### src/shared/clock_source_defines.svh
// constants for the clock source monitor and status block
`ifndef CLOCK_SOURCE_DEFINES_SVH
`define CLOCK_SOURCE_DEFINES_SVH

// ---------------------------------------------------------------
// register offsets
// ---------------------------------------------------------------
`define ADDR_MON_TRIM    16'h303B
`define ADDR_STATUS      16'h303C
`define ADDR_IRQ_STATUS  16'h3040
`define ADDR_IRQ_ENABLE  16'h3041
`define ADDR_IRQ_CLEAR   16'h3042

// ---------------------------------------------------------------
// field positions
// ---------------------------------------------------------------
`define BIT_LOL_IRQ_EN   7
`define BIT_EXT_MON_EN   5
`define BIT_FINE_TRIM    0
`define BIT_LOL_FLAG     7
`define BIT_LOCK         6
`define BIT_REF_SRC      4
`define BIT_MODE_HI      3
`define BIT_MODE_LO      2

// ---------------------------------------------------------------
// reset values and masks
// ---------------------------------------------------------------
`define MON_TRIM_WMASK   8'hA1
`define RST_REF_SRC      1'h1
`define RST_MODE         2'h0
`define RST_LOCK_CNT     8'h00
`define IRQ_SRC_NUM      2
`define IRQ_LOL          0
`define IRQ_LOCK_LOST    1

`endif

### src/shared/clock_source_pkg.sv
// types shared by the clock source status block
package clock_source_pkg;

  typedef enum logic [1:0] {
    MODE_LOOP     = 2'b00,
    MODE_BYP_INT  = 2'b01,
    MODE_BYP_EXT  = 2'b10,
    MODE_RESERVED = 2'b11
  } clock_mode_t;

  typedef enum logic [1:0] {
    LOCK_OFF      = 2'b00,
    LOCK_SEEK     = 2'b01,
    LOCK_HELD     = 2'b10
  } lock_state_t;

endpackage : clock_source_pkg

### src/shared/status_sync_if.sv
// carrier for the synchronised reference and mode report
`timescale 1ns/10ps
interface status_sync_if;
  logic       ref_src_raw;
  logic [1:0] mode_raw;
  logic       ref_src_sync;
  logic [1:0] mode_sync;
  modport producer (output ref_src_raw, output mode_raw, input ref_src_sync, input mode_sync);
  modport syncer   (input ref_src_raw, input mode_raw, output ref_src_sync, output mode_sync);
endinterface : status_sync_if

### src/logic/clock_source_monitor_status.sv
// monitor control, fine trim and status registers of the clock generator
`timescale 1ns/10ps
`include "clock_source_defines.svh"

// Notes on behaviour
// RULE_01 - with the external monitor enabled a lost external clock raises a reset request, otherwise nothing.
// RULE_02 - software enables the external monitor only in a mode that runs from the external clock.
// RULE_03 - bits 4 to 1 of the trim register and bit 5 of status ignore writes and read zero.
// RULE_04 - the fine trim bit lengthens the slow reference period when set and shortens it when clear.
// RULE_05 - outside debug the fine trim bit is loaded from a factory value during reset; the code loads it on the first clock after reset is released.
// RULE_06 - the loss of lock flag sets when detection is on and the loop leaves tolerance after locking.
// RULE_07 - the loss of lock flag clears on reset or on a written one and ignores a written zero.
// RULE_08 - a set loss of lock flag requests an interrupt only when its enable is set.
// RULE_09 - the lock bit shows the loop lock and is held clear while the loop is disabled.
// RULE_10 - a change of reference select, divider or coarse trim in internal modes clears lock until relock.
// RULE_11 - stop mode entry clears lock until the loop locks again.
// RULE_12 - the reference source status follows the select only after synchronisation.
// RULE_13 - the reference source status reads 0 for external and 1 for internal.
// RULE_14 - the mode status reads 00 loop, 01 internal bypass, 10 external bypass, after synchronisation.
// RULE_15 - the loss of lock enable gives no request at 0 and a request on loss of lock at 1.
// RULE_16 - the loss of lock request is a level held while flag and enable are both set.
module clock_source_monitor_status
  import clock_source_pkg::*;
#(
  parameter int ADDR_W = 16,
  parameter int DATA_W = 8
) (
  // clock and reset
  input  wire logic              mclk_i,
  input  wire logic              resetn_i,
  // register port
  input  wire logic [ADDR_W-1:0] addr_i,
  input  wire logic [DATA_W-1:0] wdata_i,
  input  wire logic              wr_i,
  input  wire logic              rd_i,
  output logic      [DATA_W-1:0] rdata_o,
  // factory trim and debug
  input  wire logic              debug_active_i,
  input  wire logic              factory_fine_trim_i,
  // loop and generator state
  input  wire logic              loop_enabled_i,
  input  wire logic              loop_in_tolerance_i,
  input  wire logic              lock_detect_en_i,
  input  wire logic              ref_source_select_i,
  input  wire logic [2:0]        ref_divider_i,
  input  wire logic [7:0]        slow_ref_coarse_trim_i,
  input  wire logic [1:0]        clock_mode_select_i,
  input  wire logic              stop_entry_i,
  input  wire logic              ext_clock_lost_i,
  // outputs
  output logic                   slow_ref_fine_trim_o,
  output logic                   ext_clock_monitor_enable_o,
  output logic                   clock_reset_req_o,
  output logic                   loss_of_lock_irq_o,
  output logic                   irq_o
);

  // ---------------------------------------------------------------
  // parameter check
  // ---------------------------------------------------------------
  if (DATA_W != 8 || ADDR_W < 16) begin : g_bad_param
    $error("clock_source_monitor_status needs DATA_W 8 and ADDR_W of at least 16");
  end

  // ---------------------------------------------------------------
  // state
  // ---------------------------------------------------------------
  logic                      loss_of_lock_irq_enable_ff;
  logic                      ext_clock_monitor_enable_ff;
  logic                      slow_ref_fine_trim_ff;
  logic                      loss_of_lock_flag_ff;
  lock_state_t               lock_state_ff;
  lock_state_t               nxt_lock_state;
  logic                      ref_sel_ff;
  logic [2:0]                div_ff;
  logic [7:0]                coarse_ff;
  logic [`IRQ_SRC_NUM-1:0]   irq_status_ff;
  logic [`IRQ_SRC_NUM-1:0]   irq_enable_ff;
  logic [DATA_W-1:0]         rdata_ff;
  logic                      reset_req_ff;
  logic                      in_reset_ff;

  status_sync_if sif ();

  // ---------------------------------------------------------------
  // synchronised status report
  // ---------------------------------------------------------------
  assign sif.ref_src_raw = ref_source_select_i;
  assign sif.mode_raw    = clock_mode_select_i;

  status_sync u_status_sync (
    .mclk_i   (mclk_i),
    .resetn_i (resetn_i),
    .sif      (sif)
  );

  // ---------------------------------------------------------------
  // address decode
  // ---------------------------------------------------------------
  function automatic logic hit(input logic [ADDR_W-1:0] a, input logic [15:0] off);
    hit = (a == ADDR_W'(off));
  endfunction : hit

  wire wr_trim    = wr_i && hit(addr_i, `ADDR_MON_TRIM);
  wire wr_status  = wr_i && hit(addr_i, `ADDR_STATUS);
  wire wr_irq_en  = wr_i && hit(addr_i, `ADDR_IRQ_ENABLE);
  wire wr_irq_clr = wr_i && hit(addr_i, `ADDR_IRQ_CLEAR);

  // ---------------------------------------------------------------
  // lock tracking
  // ---------------------------------------------------------------
  wire internal_mode = (clock_mode_select_i != MODE_BYP_EXT) && ref_source_select_i;
  wire setting_change = (ref_sel_ff != ref_source_select_i)
                     || (div_ff != ref_divider_i)
                     || (internal_mode && (coarse_ff != slow_ref_coarse_trim_i));
  wire lock_now  = (lock_state_ff == LOCK_HELD);
  wire lose_lock = lock_now && lock_detect_en_i && !loop_in_tolerance_i;

  always_comb begin
    nxt_lock_state = lock_state_ff;
    case (lock_state_ff)
      LOCK_OFF: begin
        if (loop_enabled_i && !stop_entry_i) begin
          nxt_lock_state = LOCK_SEEK;
        end
      end
      LOCK_SEEK: begin
        if (loop_in_tolerance_i && lock_detect_en_i) begin
          nxt_lock_state = LOCK_HELD;
        end
      end
      LOCK_HELD: begin
        if (setting_change || !loop_in_tolerance_i) begin // [RULE_10]
          nxt_lock_state = LOCK_SEEK;
        end
      end
      default: begin
        nxt_lock_state = LOCK_OFF;
      end
    endcase
    if (!loop_enabled_i || stop_entry_i || !lock_detect_en_i) begin // [RULE_09] [RULE_11]
      nxt_lock_state = LOCK_OFF;
    end
  end

  always_ff @(posedge mclk_i) begin
    if (!resetn_i) begin
      lock_state_ff <= LOCK_OFF;
      ref_sel_ff    <= `RST_REF_SRC;
      div_ff        <= 3'h0;
      coarse_ff     <= 8'h00;
    end else begin
      lock_state_ff <= nxt_lock_state;
      ref_sel_ff    <= ref_source_select_i;
      div_ff        <= ref_divider_i;
      coarse_ff     <= slow_ref_coarse_trim_i;
    end
  end

  // ---------------------------------------------------------------
  // loss of lock flag
  // ---------------------------------------------------------------
  wire lol_clear = wr_status && wdata_i[`BIT_LOL_FLAG] && loss_of_lock_flag_ff;

  always_ff @(posedge mclk_i) begin
    if (!resetn_i) begin
      loss_of_lock_flag_ff <= 1'b0; // [RULE_07]
    end else if (lose_lock) begin
      loss_of_lock_flag_ff <= 1'b1; // [RULE_06]
    end else if (lol_clear) begin
      loss_of_lock_flag_ff <= 1'b0; // [RULE_07]
    end
  end

  // ---------------------------------------------------------------
  // monitor and trim control
  // ---------------------------------------------------------------
  always_ff @(posedge mclk_i) begin
    in_reset_ff <= !resetn_i;
    if (!resetn_i) begin
      loss_of_lock_irq_enable_ff  <= 1'b0;
      ext_clock_monitor_enable_ff <= 1'b0;
      slow_ref_fine_trim_ff       <= 1'b0;
    end else if (wr_trim) begin // [RULE_03]
      loss_of_lock_irq_enable_ff  <= wdata_i[`BIT_LOL_IRQ_EN];
      ext_clock_monitor_enable_ff <= wdata_i[`BIT_EXT_MON_EN];
      slow_ref_fine_trim_ff       <= wdata_i[`BIT_FINE_TRIM]; // [RULE_04]
    end else if (in_reset_ff && !debug_active_i) begin
      slow_ref_fine_trim_ff       <= factory_fine_trim_i; // [RULE_05]
    end
  end

  // ---------------------------------------------------------------
  // clock monitor reset request
  // ---------------------------------------------------------------
  always_ff @(posedge mclk_i) begin
    if (!resetn_i) begin
      reset_req_ff <= 1'b0;
    end else begin
      reset_req_ff <= ext_clock_monitor_enable_ff && ext_clock_lost_i; // [RULE_01]
    end
  end

  // ---------------------------------------------------------------
  // interrupt status, enable and clear
  // ---------------------------------------------------------------
  logic [`IRQ_SRC_NUM-1:0] irq_event;
  assign irq_event[`IRQ_LOL]       = lose_lock;
  assign irq_event[`IRQ_LOCK_LOST] = lock_now && (nxt_lock_state != LOCK_HELD);

  always_ff @(posedge mclk_i) begin
    if (!resetn_i) begin
      irq_status_ff <= '0;
      irq_enable_ff <= '0;
    end else begin
      irq_status_ff <= irq_event | (irq_status_ff & ~(wr_irq_clr ? wdata_i[`IRQ_SRC_NUM-1:0] : '0));
      if (wr_irq_en) begin
        irq_enable_ff <= wdata_i[`IRQ_SRC_NUM-1:0];
      end
    end
  end

  // ---------------------------------------------------------------
  // read data
  // ---------------------------------------------------------------
  logic [DATA_W-1:0] trim_rd;
  logic [DATA_W-1:0] status_rd;
  logic [DATA_W-1:0] rd_mux;

  assign trim_rd = {loss_of_lock_irq_enable_ff, 1'b0, ext_clock_monitor_enable_ff,
                    4'h0, slow_ref_fine_trim_ff} & `MON_TRIM_WMASK; // [RULE_03]
  assign status_rd = {loss_of_lock_flag_ff, lock_now, 1'b0, sif.ref_src_sync, // [RULE_09] [RULE_12] [RULE_13]
                      sif.mode_sync, 2'h0}; // [RULE_14]

  always_comb begin
    if (hit(addr_i, `ADDR_MON_TRIM)) begin
      rd_mux = trim_rd;
    end else if (hit(addr_i, `ADDR_STATUS)) begin
      rd_mux = status_rd;
    end else if (hit(addr_i, `ADDR_IRQ_STATUS)) begin
      rd_mux = DATA_W'(irq_status_ff);
    end else if (hit(addr_i, `ADDR_IRQ_ENABLE)) begin
      rd_mux = DATA_W'(irq_enable_ff);
    end else begin
      rd_mux = '0;
    end
  end

  always_ff @(posedge mclk_i) begin
    if (!resetn_i) begin
      rdata_ff <= '0;
    end else begin
      rdata_ff <= rd_i ? rd_mux : '0;
    end
  end

  // ---------------------------------------------------------------
  // outputs
  // ---------------------------------------------------------------
  assign rdata_o                    = rdata_ff;
  assign slow_ref_fine_trim_o       = slow_ref_fine_trim_ff;
  assign ext_clock_monitor_enable_o = ext_clock_monitor_enable_ff;
  assign clock_reset_req_o          = reset_req_ff;
  assign loss_of_lock_irq_o         = loss_of_lock_flag_ff && loss_of_lock_irq_enable_ff; // [RULE_08] [RULE_15] [RULE_16]
  assign irq_o                      = |(irq_status_ff & irq_enable_ff);

endmodule : clock_source_monitor_status

### src/logic/status_sync.sv
// two-stage synchroniser for reference source and clock mode report
`timescale 1ns/10ps
`include "clock_source_defines.svh"
module status_sync
  import clock_source_pkg::*;
(
  // clock and reset
  input  wire logic mclk_i,
  input  wire logic resetn_i,
  // status carrier
  status_sync_if.syncer sif
);
  logic       ref_meta_ff;
  logic       ref_sync_ff;
  logic [1:0] mode_meta_ff;
  logic [1:0] mode_sync_ff;

  always_ff @(posedge mclk_i) begin
    if (!resetn_i) begin
      ref_meta_ff  <= `RST_REF_SRC;
      ref_sync_ff  <= `RST_REF_SRC;
      mode_meta_ff <= `RST_MODE;
      mode_sync_ff <= `RST_MODE;
    end else begin
      ref_meta_ff  <= sif.ref_src_raw;
      ref_sync_ff  <= ref_meta_ff;
      mode_meta_ff <= sif.mode_raw;
      mode_sync_ff <= mode_meta_ff;
    end
  end

  assign sif.ref_src_sync = ref_sync_ff;
  assign sif.mode_sync    = mode_sync_ff;
endmodule : status_sync

### config.mk
export PLATFORM = sky130hd
export DESIGN_NAME = clock_source_monitor_status
export DESIGN_NICKNAME = d
export VERILOG_FILES = /design/src/shared/clock_source_pkg.sv /design/src/shared/status_sync_if.sv /design/src/logic/clock_source_monitor_status.sv /design/src/logic/status_sync.sv
export VERILOG_INCLUDE_DIRS = /design/src /design/src/shared
export SDC_FILE = /design/constraint.sdc
export NUM_CORES = 1
export LEC_CHECK = 0
export BUFFER_PORTS_ARGS = -buffer_cell sky130_fd_sc_hd__buf_4
export CORE_ASPECT_RATIO = 0.6
export CORE_MARGIN = 2
export CORE_UTILIZATION = 50
export CTS_CLUSTER_SIZE = 12
export DETAILED_ROUTE_END_ITERATION = 8
export PLACE_DENSITY = 0.83
export SETUP_SLACK_MARGIN = 0.1
export SYNTH_ARGS = -nofsm -noshare
export SYNTH_HDL_FRONTEND = slang
export SYNTH_SLANG_ARGS = --single-unit
### constraint.sdc
create_clock -name mclk_i -period 5.2 [get_ports mclk_i]
set_clock_uncertainty 0.15 [all_clocks]
set_input_delay 0.52 -clock mclk_i [delete_from_list [all_inputs] [get_ports mclk_i]]
set_output_delay 0.52 -clock mclk_i [all_outputs]
set_load 0.02 [all_outputs]
=== After elaboration in Yosys (flattened, before gate mapping) ===
Cells that the tools add are included.

* Output and inout port bits: 13
* Memories kept: 0
* Bits in read-only memories: 0
* Logic and storage cells: 84
* Input port bits: 49
* Bits in latches: 0
* Bits in writable memories: 0
* Register bits after elaboration: 37

* Add/subtract/negate cells: 0
* Reduce and logical (&&, ||, !) cells: 34
* Bitwise logic cells: 6
* Div/mod/pow operators: 0
* Order comparisons: 0
* Equal/unequal tests: 12
* Shifts and indexed selects: 0
* Multiply operators: 0
* Mux-type cells: 14

{| class="wikitable"
|+ Operators by type and width
! cell !! count
|-
| == test 16 x 14 -> 1 bit, second input constant || 5
|-
| logical AND 1 bit || 16
|-
| two-way mux 8 bit || 2
|-
| two-way mux 2 bit || 7
|-
| inequality test 8 bit || 1
|-
| zero test 1 bit || 6
|-
| case mux 2 bit (3 select lines) || 1
|-
| logical OR 1 bit || 5
|-
| bitwise AND 2 bit || 2
|-
| two-way mux 1 bit || 4
|-
| inequality test 2 bit, second input constant || 2
|-
| nonzero test 2 bit || 2
|-
| OR reduction 4 bit || 1
|-
| inequality test 3 bit || 1
|-
| OR reduction 3 bit || 1
|-
| == test 2 x 1 -> 1 bit, second input constant || 1
|-
| == test 2 bit, second input constant || 1
|-
| zero test 2 bit || 1
|-
| NOT 1 bit || 2
|-
| NOT 2 bit || 1
|-
| OR 2 bit || 1
|-
| AND reduction 2 bit || 1
|-
| OR reduction 2 bit || 1
|-
| inequality test 1 bit || 1
|}

=== Longest topological paths before layout ===
Gate-level depths: netlist (run 1).

* Depth after elaboration: 11
* Depth in mapped cells: 6
* Gate-level depth less buffers: 5

=== Hierarchy ===
Synthesis (run 1) repeated with hierarchy kept, for this count alone.

* Cell total of the unflattened synthesis: 146
* Area total of the unflattened synthesis: 1512.7 µm²

{| class="wikitable"
|+ Modules (own cells, without submodules)
! module !! sequential area each (µm²) !! area each (µm²) !! instances !! cells each
|-
| clock_source_monitor_status || 640.6 || 1355.0 || 1 || 134
|-
| status_sync || 120.1 || 157.7 || 1 || 12
|}

=== Least setup slack after synthesis (run 1) ===
OpenSTA, ideal clock, no wires.

* Path type: input port to flip-flop
* Start: input port addr_i[14]
* End: register ext_clock_monitor_enable_ff (netlist: ext_clock_monitor_enable_o)
* Stages: 6
* Buffers on the path: 1
* Library setup time: 118 ps
* Setup slack: 3201 ps
* Data required time: 4932 ps
* Arrival: 1732 ps
* Path through: and4bb_1 -> nand4_1 -> or4b_1 -> buf_2 -> mux2i_1 -> nor2_1

* Longest elaborated chain between the ends: 2

{| class="wikitable"
|+ RTL lines
! item !! RTL line !! text
|-
| start: declaration || clock_source_monitor_status.sv:32 || <nowiki>input wire logic [ADDR_W-1:0] addr_i,</nowiki>
|-
| == test 16 x 14 -> 1 bit || clock_source_monitor_status.sv:101 || <nowiki>hit = (a == ADDR_W'(off));</nowiki>
|-
| logical AND 1 bit || clock_source_monitor_status.sv:104 || <nowiki>wire wr_trim = wr_i && hit(addr_i, `ADDR_MON_TRIM);</nowiki>
|-
| end signal: assignment || clock_source_monitor_status.sv:186 || <nowiki>ext_clock_monitor_enable_ff <= wdata_i[`BIT_EXT_MON_EN];</nowiki>
|-
| end: declaration || clock_source_monitor_status.sv:69 || <nowiki>logic ext_clock_monitor_enable_ff;</nowiki>
|}

No other way between the ends.
A chain may end at the register's enable or synchronous reset.

=== Worst setup path after layout (run 1) ===
* Start: input port addr_i[14]
* End: register loss_of_lock_irq_enable_ff

* Longest elaborated chain between the ends: 2

{| class="wikitable"
|+ RTL lines
! item !! RTL line !! text
|-
| == test 16 x 14 -> 1 bit || clock_source_monitor_status.sv:101 ||
|-
| logical AND 1 bit || clock_source_monitor_status.sv:104 ||
|-
| end signal: assignment || clock_source_monitor_status.sv:185 || <nowiki>loss_of_lock_irq_enable_ff <= wdata_i[`BIT_LOL_IRQ_EN];</nowiki>
|-
| end: declaration || clock_source_monitor_status.sv:68 || <nowiki>logic loss_of_lock_irq_enable_ff;</nowiki>
|}

No other way between the ends.

==> impl_metrics.csv, run 1 <==
group,metric,value,unit
power,seq_power_share,0.490,
clocking,clk_path_buf_depth,2,
synth,synthTopCellsByArea,"dfxtp_1 51%, and2_1 9.1%, mux2i_1 4.8%",
clocking,clkLatencyLatePin,280,ps
global_route,grt_first_pass_wirelength,5.375,mm
global_route,grt_antenna_before_repair,0,
floorplanning,ios,62,
floorplanning,num_rows,15,
clocking,cts-hold-fix-buffers,0,
routing,dr_total_vias,1268,
final_layout,drive_gt1_frac,0.3204,
sta,final_period_minus_worst_setup_slack,1997,ps
global_route,grt_usage,0.2223,
power,power.density,298.1,nW/µm²
clocking,htreeDepth,2,
synth,synth_top_cell_area_share,0.5121,
floorplanning,die_width,73.44,µm
critical_path,critical_path_peak_fanout,4,
routing,detailed_route_wire_length,3.366,mm
global_route,grt_pass1_vias,1190,
placement,buffer_ports.inserted,57,
final_layout,antenna_diode_instance_count,0,
synth,synth-seq-area-share,0.5121,
power,netSwitchingFraction,0.2000,
floorplanning,die-area,3353,µm²
synth,synthesis.instances,145,
floorplanning,die_h,45.66,µm
sta,final-hold-violation-count,0,
sta,worst_slew_pin_slew,601.5,ps
clocking,postCtsSetupRepairBufs,0,
critical_path,critical_path_class,"in -> reg",
floorplanning,effective_utilization_at_floorplan,0.5138,
sta,finalSetupViolations,0,
clocking,clock_tree_from_tritoncts,"yes",
floorplanning,fp.coreArea,2815,µm²
min_path,hold_class,"reg -> reg",
synth,synthArstFlopShare,0,
synth,synth-edff-count,0,
power,internal-power,481.0,µW
clocking,clock_sink_count,37,
synth,synth_seq_cells,37,
global_route,gr-total-overflow,0,
clocking,post_cts.resized_instances,0,
routing,post_drt_wl_per_cell,14.03,µm
sta,clock.fmax,0.5007,GHz
sta,final_min_period_over_clock_period,0.3841,
synth,synth_flop_cell,"dfxtp_1",
final_layout,area_delta_synth_final,39.45,%
critical_path,worst-endpoint-arrival,2020,ps
clocking,clock_pin_slew_on_the_worst_setup_and_hold_paths,70,ps
status,run_status,"complete, no violations",
synth,post_synth_num_cell_types,34,
critical_path,critPathLaunchType,"input pin",
sta,rsz_0062_raised_after_global_routing,"no",
clocking,clock_tree.root_cell,"clkbuf_8",
sta,drv_slew,0,
final_layout,layout.core_utilization,0.7164,
power,p_leak,0.8862,nW
synth,synth_most_common_cell,"dfxtp_1",
final_layout,final_nets,254,
synth,post_synth.cell_area_avg,9.975,µm²
power,power.total,601.2,µW
sta,setup-tns-final,0,ps
critical_path,worst_setup_path_end_kind,"flop",
critical_path,crit_required,5220,ps
placement,gpl.final_weighted_congestion,0.8281,
routing,drc,0,
synth,library_cell_with_the_largest_summed_area_after_synthesis,"dfxtp_1",
power,pwr-share-comb,0.093,
sta,fin_hold_ws,282.7,ps
synth,synth.yosys.warnings,0,
flow_run,drv_cap,0,
routing,route.antenna.remaining_nets,0,
routing,drtPass1Iterations,4,
global_route,grt_max_degree,25,
synth,syn_nets,194,
routing,viasPerCell,5.283,
synth,mappedNetlistArea,1446,µm²
routing,drtIter0Drc,72,
clocking,numCtsBuffers,5,
synth,synth.top_cells.by_count,"37 x dfxtp_1, 21 x and2_1, 8 x nor2_1",
power,power.clock.fraction,0.417,
power,power.ir.vdd_worst,0.2116,mV
sta,slew_headroom,0.5934,
power,netSwitchingPower,120.3,µW
==> placed cells by master (no fill, tap or decap), drive strengths merged, types with 7 or more instances in the layout <==
cell,count
and2,21
buf,57
clkbuf,7
dfxtp,37
mux2i,7
nand2,7
nor2,8
xor2,7
==> power by group through the flow <==
stage	registers [mW]	clock network, mW	logic [mW]
after global placement	0.300	0	0.0527
after detailed placement	0.301	0	0.0549
after CTS	0.295	0.253	0.0558
after floorplan	0.300	0	0.0203
final	0.294	0.251	0.0558
after global routing	0.295	0.265	0.0612
==> layout make-up <==
| class | instances | area (µm²) |
|---|---|---|
| clock buffer | 7 | 86.33 |
| fill | 207 | 798.3 |
| tap | 34 | 42.54 |
| inverter | 2 | 7.507 |
| multi-input combinational | 102 | 681.9 |
| timing repair buffer | 57 | 427.9 |
| sequential | 37 | 740.7 |
| clock inverter | 1 | 30.03 |
==> per-stage QoR <==
stage	setup slack (ps)	area, µm²	std cells
floorplan	3201	1446	145
global placement	2990	1901	232
detailed placement	2921	1901	232
CTS	3221	2017	240
global route	3138	2017	240
finish	3203	2017	240
==> routing by layer <==
| metal | vias up | track usage | routed length, µm |
|---|---|---|---|
| met5 | - | 0 | 0 |
| met1 | 586 | 0.2702 | 1461 |
| met2 | 52 | 0.3748 | 1596 |
| met4 | 0 | 0.1018 | 78 |
| met3 | 12 | 0.06195 | 229 |
| li1 | 618 | - | - |
==> path summary, 6_finish.rpt <==
kind                                                startpoint                    endpoint  cells past startpoint  slack, ps
worst min register to register  u_status_sync.sif.mode_sync[1]                  rdata_o[3]                      1        280
worst max-delay path                                addr_i[14]  loss_of_lock_irq_enable_ff                      6       3200
worst max register to register                    coarse_ff[4]            lock_state_ff[0]                      5       3400
worst min-delay path            u_status_sync.sif.mode_sync[1]                  rdata_o[3]                      1        280
==> sequential cells by signal, summed over array words and instances (netlist names) <==
| signal | cells |
|---|---|
| slow_ref_fine_trim_o | 1 |
| rdata_o | 8 |
| loss_of_lock_irq_enable_ff | 1 |
| clock_reset_req_o | 1 |
| in_reset_ff | 1 |
| ext_clock_monitor_enable_o | 1 |
| loss_of_lock_flag_ff | 1 |
| u_status_sync.sif.mode_sync | 2 |
| u_status_sync.sif.ref_src_sync | 1 |
| lock_state_ff | 2 |
| u_status_sync.mode_meta_ff | 2 |
| irq_status_ff | 2 |
| div_ff | 3 |
| coarse_ff | 8 |
| irq_enable_ff | 2 |
| u_status_sync.ref_meta_ff | 1 |
==> cells by family (layout without fill, tap and decap cells) <==
kind of cell / after synthesis / after routing / synth area share
muxes: 7 / 7 / 0.04844
buffers and inverters: 6 / 67 / 0.01643
and+or+nand+nor: 70 / 70 / 0.2898
xor gates and xnor gates: 11 / 11 / 0.06661
AOI/OAI and AO/OA: 14 / 14 / 0.06661
DFF: 37 / 37 / 0.5121
==> worst max-delay path, stage by stage <==
cell,delay (ps)
buf_4,100
and4bb_1,280
nand4_1,160
or4b_1,670
mux2i_1,230
nor2_1,60
(Power assumes the default switching activity.)
==> run 2: changes to the inputs <==
- CORE_UTILIZATION: 50 -> 42
- PLACE_DENSITY: 0.83 -> 0.75
- clock period: 5.2 -> 1.8 ns (I/O delays scaled with it)
==> run 2 against run 1 <==
Effect of this change:
- via count is 3.3% higher
- core utilization shrank 2.3 points
- cell count up 14%
- largest cell class unchanged
==> impl_metrics.csv, run 2 (synthesis results as in run 1) <==
group,metric,value,unit
power,p_leak,0.9992,nW
clocking,clkLatencyLatePin,280,ps
min_path,worstHoldEndpoint,"clock_reset_req_o",
routing,drtIter0Drc,48,
routing,post_drt_wl_per_cell,12.87,µm
critical_path,timing.critical_path.depth,7,
final_layout,layout.core_utilization,0.6936,
final_layout,antenna_diode_instance_count,0,
sta,rsz_0062_raised_after_global_routing,"no",
final_layout,final_nets,277,
global_route,grt_max_degree,25,
critical_path,critical_path_peak_fanout,2,
final_layout,multiInputGateArea,704.4,µm²
final_layout,most-common-layout-cells,"61 x buf_4, 37 x dfxtp_1, 20 x and2_1, 19 x dlygate4sd3_1, 8 x nor2_1",
global_route,grt_first_pass_wirelength,5.802,mm
placement,placed_cells,247,
clocking,htreeDepth,2,
flow_run,drv_cap,0,
floorplanning,die-area,3945,µm²
placement,detailedPlace.worstSlack,-42.12,ps
critical_path,regToRegEndpoint,"lock_state_ff[0]",
global_route,grt_pass1_vias,1256,
sta,slew_headroom,0.7091,
sta,final-hold-violation-count,0,
routing,drtPass1Iterations,5,
sta,final_min_period_over_clock_period,0.9238,
routing,detailed_route_wire_length,3.526,mm
clocking,clock_tree_from_tritoncts,"yes",
clocking,clk_path_buf_depth,2,
critical_path,timing.critical_path.buf_inv,2,
final_layout,post-route-cell-area,2277,µm²
critical_path,critical_path_s_top_delay_family,"buffers and inverters",
clocking,clock_sink_count,37,
floorplanning,num_rows,16,
power,power.total,1.786,mW
critical_path,worst_path_largest_cell_delay,540,ps
global_route,grt_usage,0.1919,
routing,route.antenna.remaining_nets,0,
clocking,clock_pin_slew_on_the_worst_setup_and_hold_paths,70,ps
sta,final_period_minus_worst_setup_slack,1663,ps
sta,drv_slew,0,
critical_path,critPathLaunchType,"input pin",
clocking,clock_tree.root_cell,"clkbuf_8",
floorplanning,effective_utilization_at_floorplan,0.4405,
routing,drc,0,
placement,placed_area,1944,µm²
critical_path,timing.critical_path.cells,"dlygate4sd3_1, buf_4, xnor2_2, and4_1, nand4_1, and2_4, a22o_1",
final_layout,layout_commonest_cell,"buf_4",
global_route,grt_antenna_before_repair,0,
placement,dp_hpwl,2.531,mm
critical_path,worst_setup_path_end_kind,"flop",
placement,buffer_ports.inserted,57,
clocking,numCtsBuffers,5,
critical_path,regToRegSetupSlack,190,ps
sta,setup-tns-final,0,ps
power,power.density,784.2,nW/µm²
critical_path,worst_r2r_path_depth,5,
placement,gpl.final_weighted_congestion,0.8541,
min_path,hold_class,"in -> reg",
sta,finalSetupViolations,0,
sta,worst_slew_pin_slew,432.4,ps
power,power.ir.vdd_worst,0.7114,mV
floorplanning,die_h,49.46,µm
critical_path,worst-endpoint-arrival,1690,ps
critical_path,crit_path_slowest_cell,"dlygate4sd3_1",
global_route,gr-total-overflow,0,
status,run_status,"complete, no violations",
final_layout,register_area,740.7,µm²
floorplanning,fp.coreArea,3283,µm²
critical_path,critical_path.reg2reg.startpoint,"coarse_ff[7]",
final_layout,final_cell_count_no_fill,274,
floorplanning,die_width,79.76,µm
min_path,hold_depth,2,
routing,viasPerCell,4.781,
critical_path,crit_required,1830,ps
floorplanning,ios,62,
sta,fin_ws,137.2,ps
sta,clock.fmax,0.6014,GHz
final_layout,drive_gt1_frac,0.3275,
final_layout,filler_cell_count,245,
sta,fin_hold_ws,6.791,ps
final_layout,area_delta_synth_final,57.44,%
min_path,holdCritStartpoint,"ext_clock_lost_i",
routing,dr_total_vias,1310,
critical_path,critical_path_class,"in -> reg",
clocking,postCtsSetupRepairBufs,0,
run 2: repair_timing:
item	4_1_cts	5_1_grt
hold endpoints to repair	19	0
resized for setup	0	4
hold buffers	19	0
endpoints found under the setup margin	0	3
run 2: routing by layer:
metal,vias up,GRT usage,share of wire
li1,665,-,-
met1,601,0.2643,0.47
met5,-,0,0
met3,6,0.05311,0.058
met4,0,0.07345,0.011
met2,38,0.2871,0.46
run 2: how the worst max path moves through the flow:
stage	start	to
CTS	slow_ref_coarse_trim_i[6]	lock_state_ff[0]
finish	ref_divider_i[2]	lock_state_ff[0]
global placement	addr_i[14]	loss_of_lock_irq_enable_ff
floorplan	addr_i[14]	ext_clock_monitor_enable_o
global route	ref_divider_i[2]	lock_state_ff[0]
detailed placement	addr_i[14]	loss_of_lock_irq_enable_ff
run 2: final cells by class:
cell class	count	area share
sequential	37	0.3253
multi-input combinational	102	0.3093
timing repair buffer	80	0.2846
clock buffer	6	0.03626
tap	45	0.02473
clock inverter	2	0.01648
inverter	2	0.003297
run 2: power by group:
part,total (mW),switching [mW],internal (mW)
clock,0.734,0.284,0.450
combinational,0.201,0.0724,0.129
sequential,0.851,0.0100,0.841
total,1.79,0.366,1.42
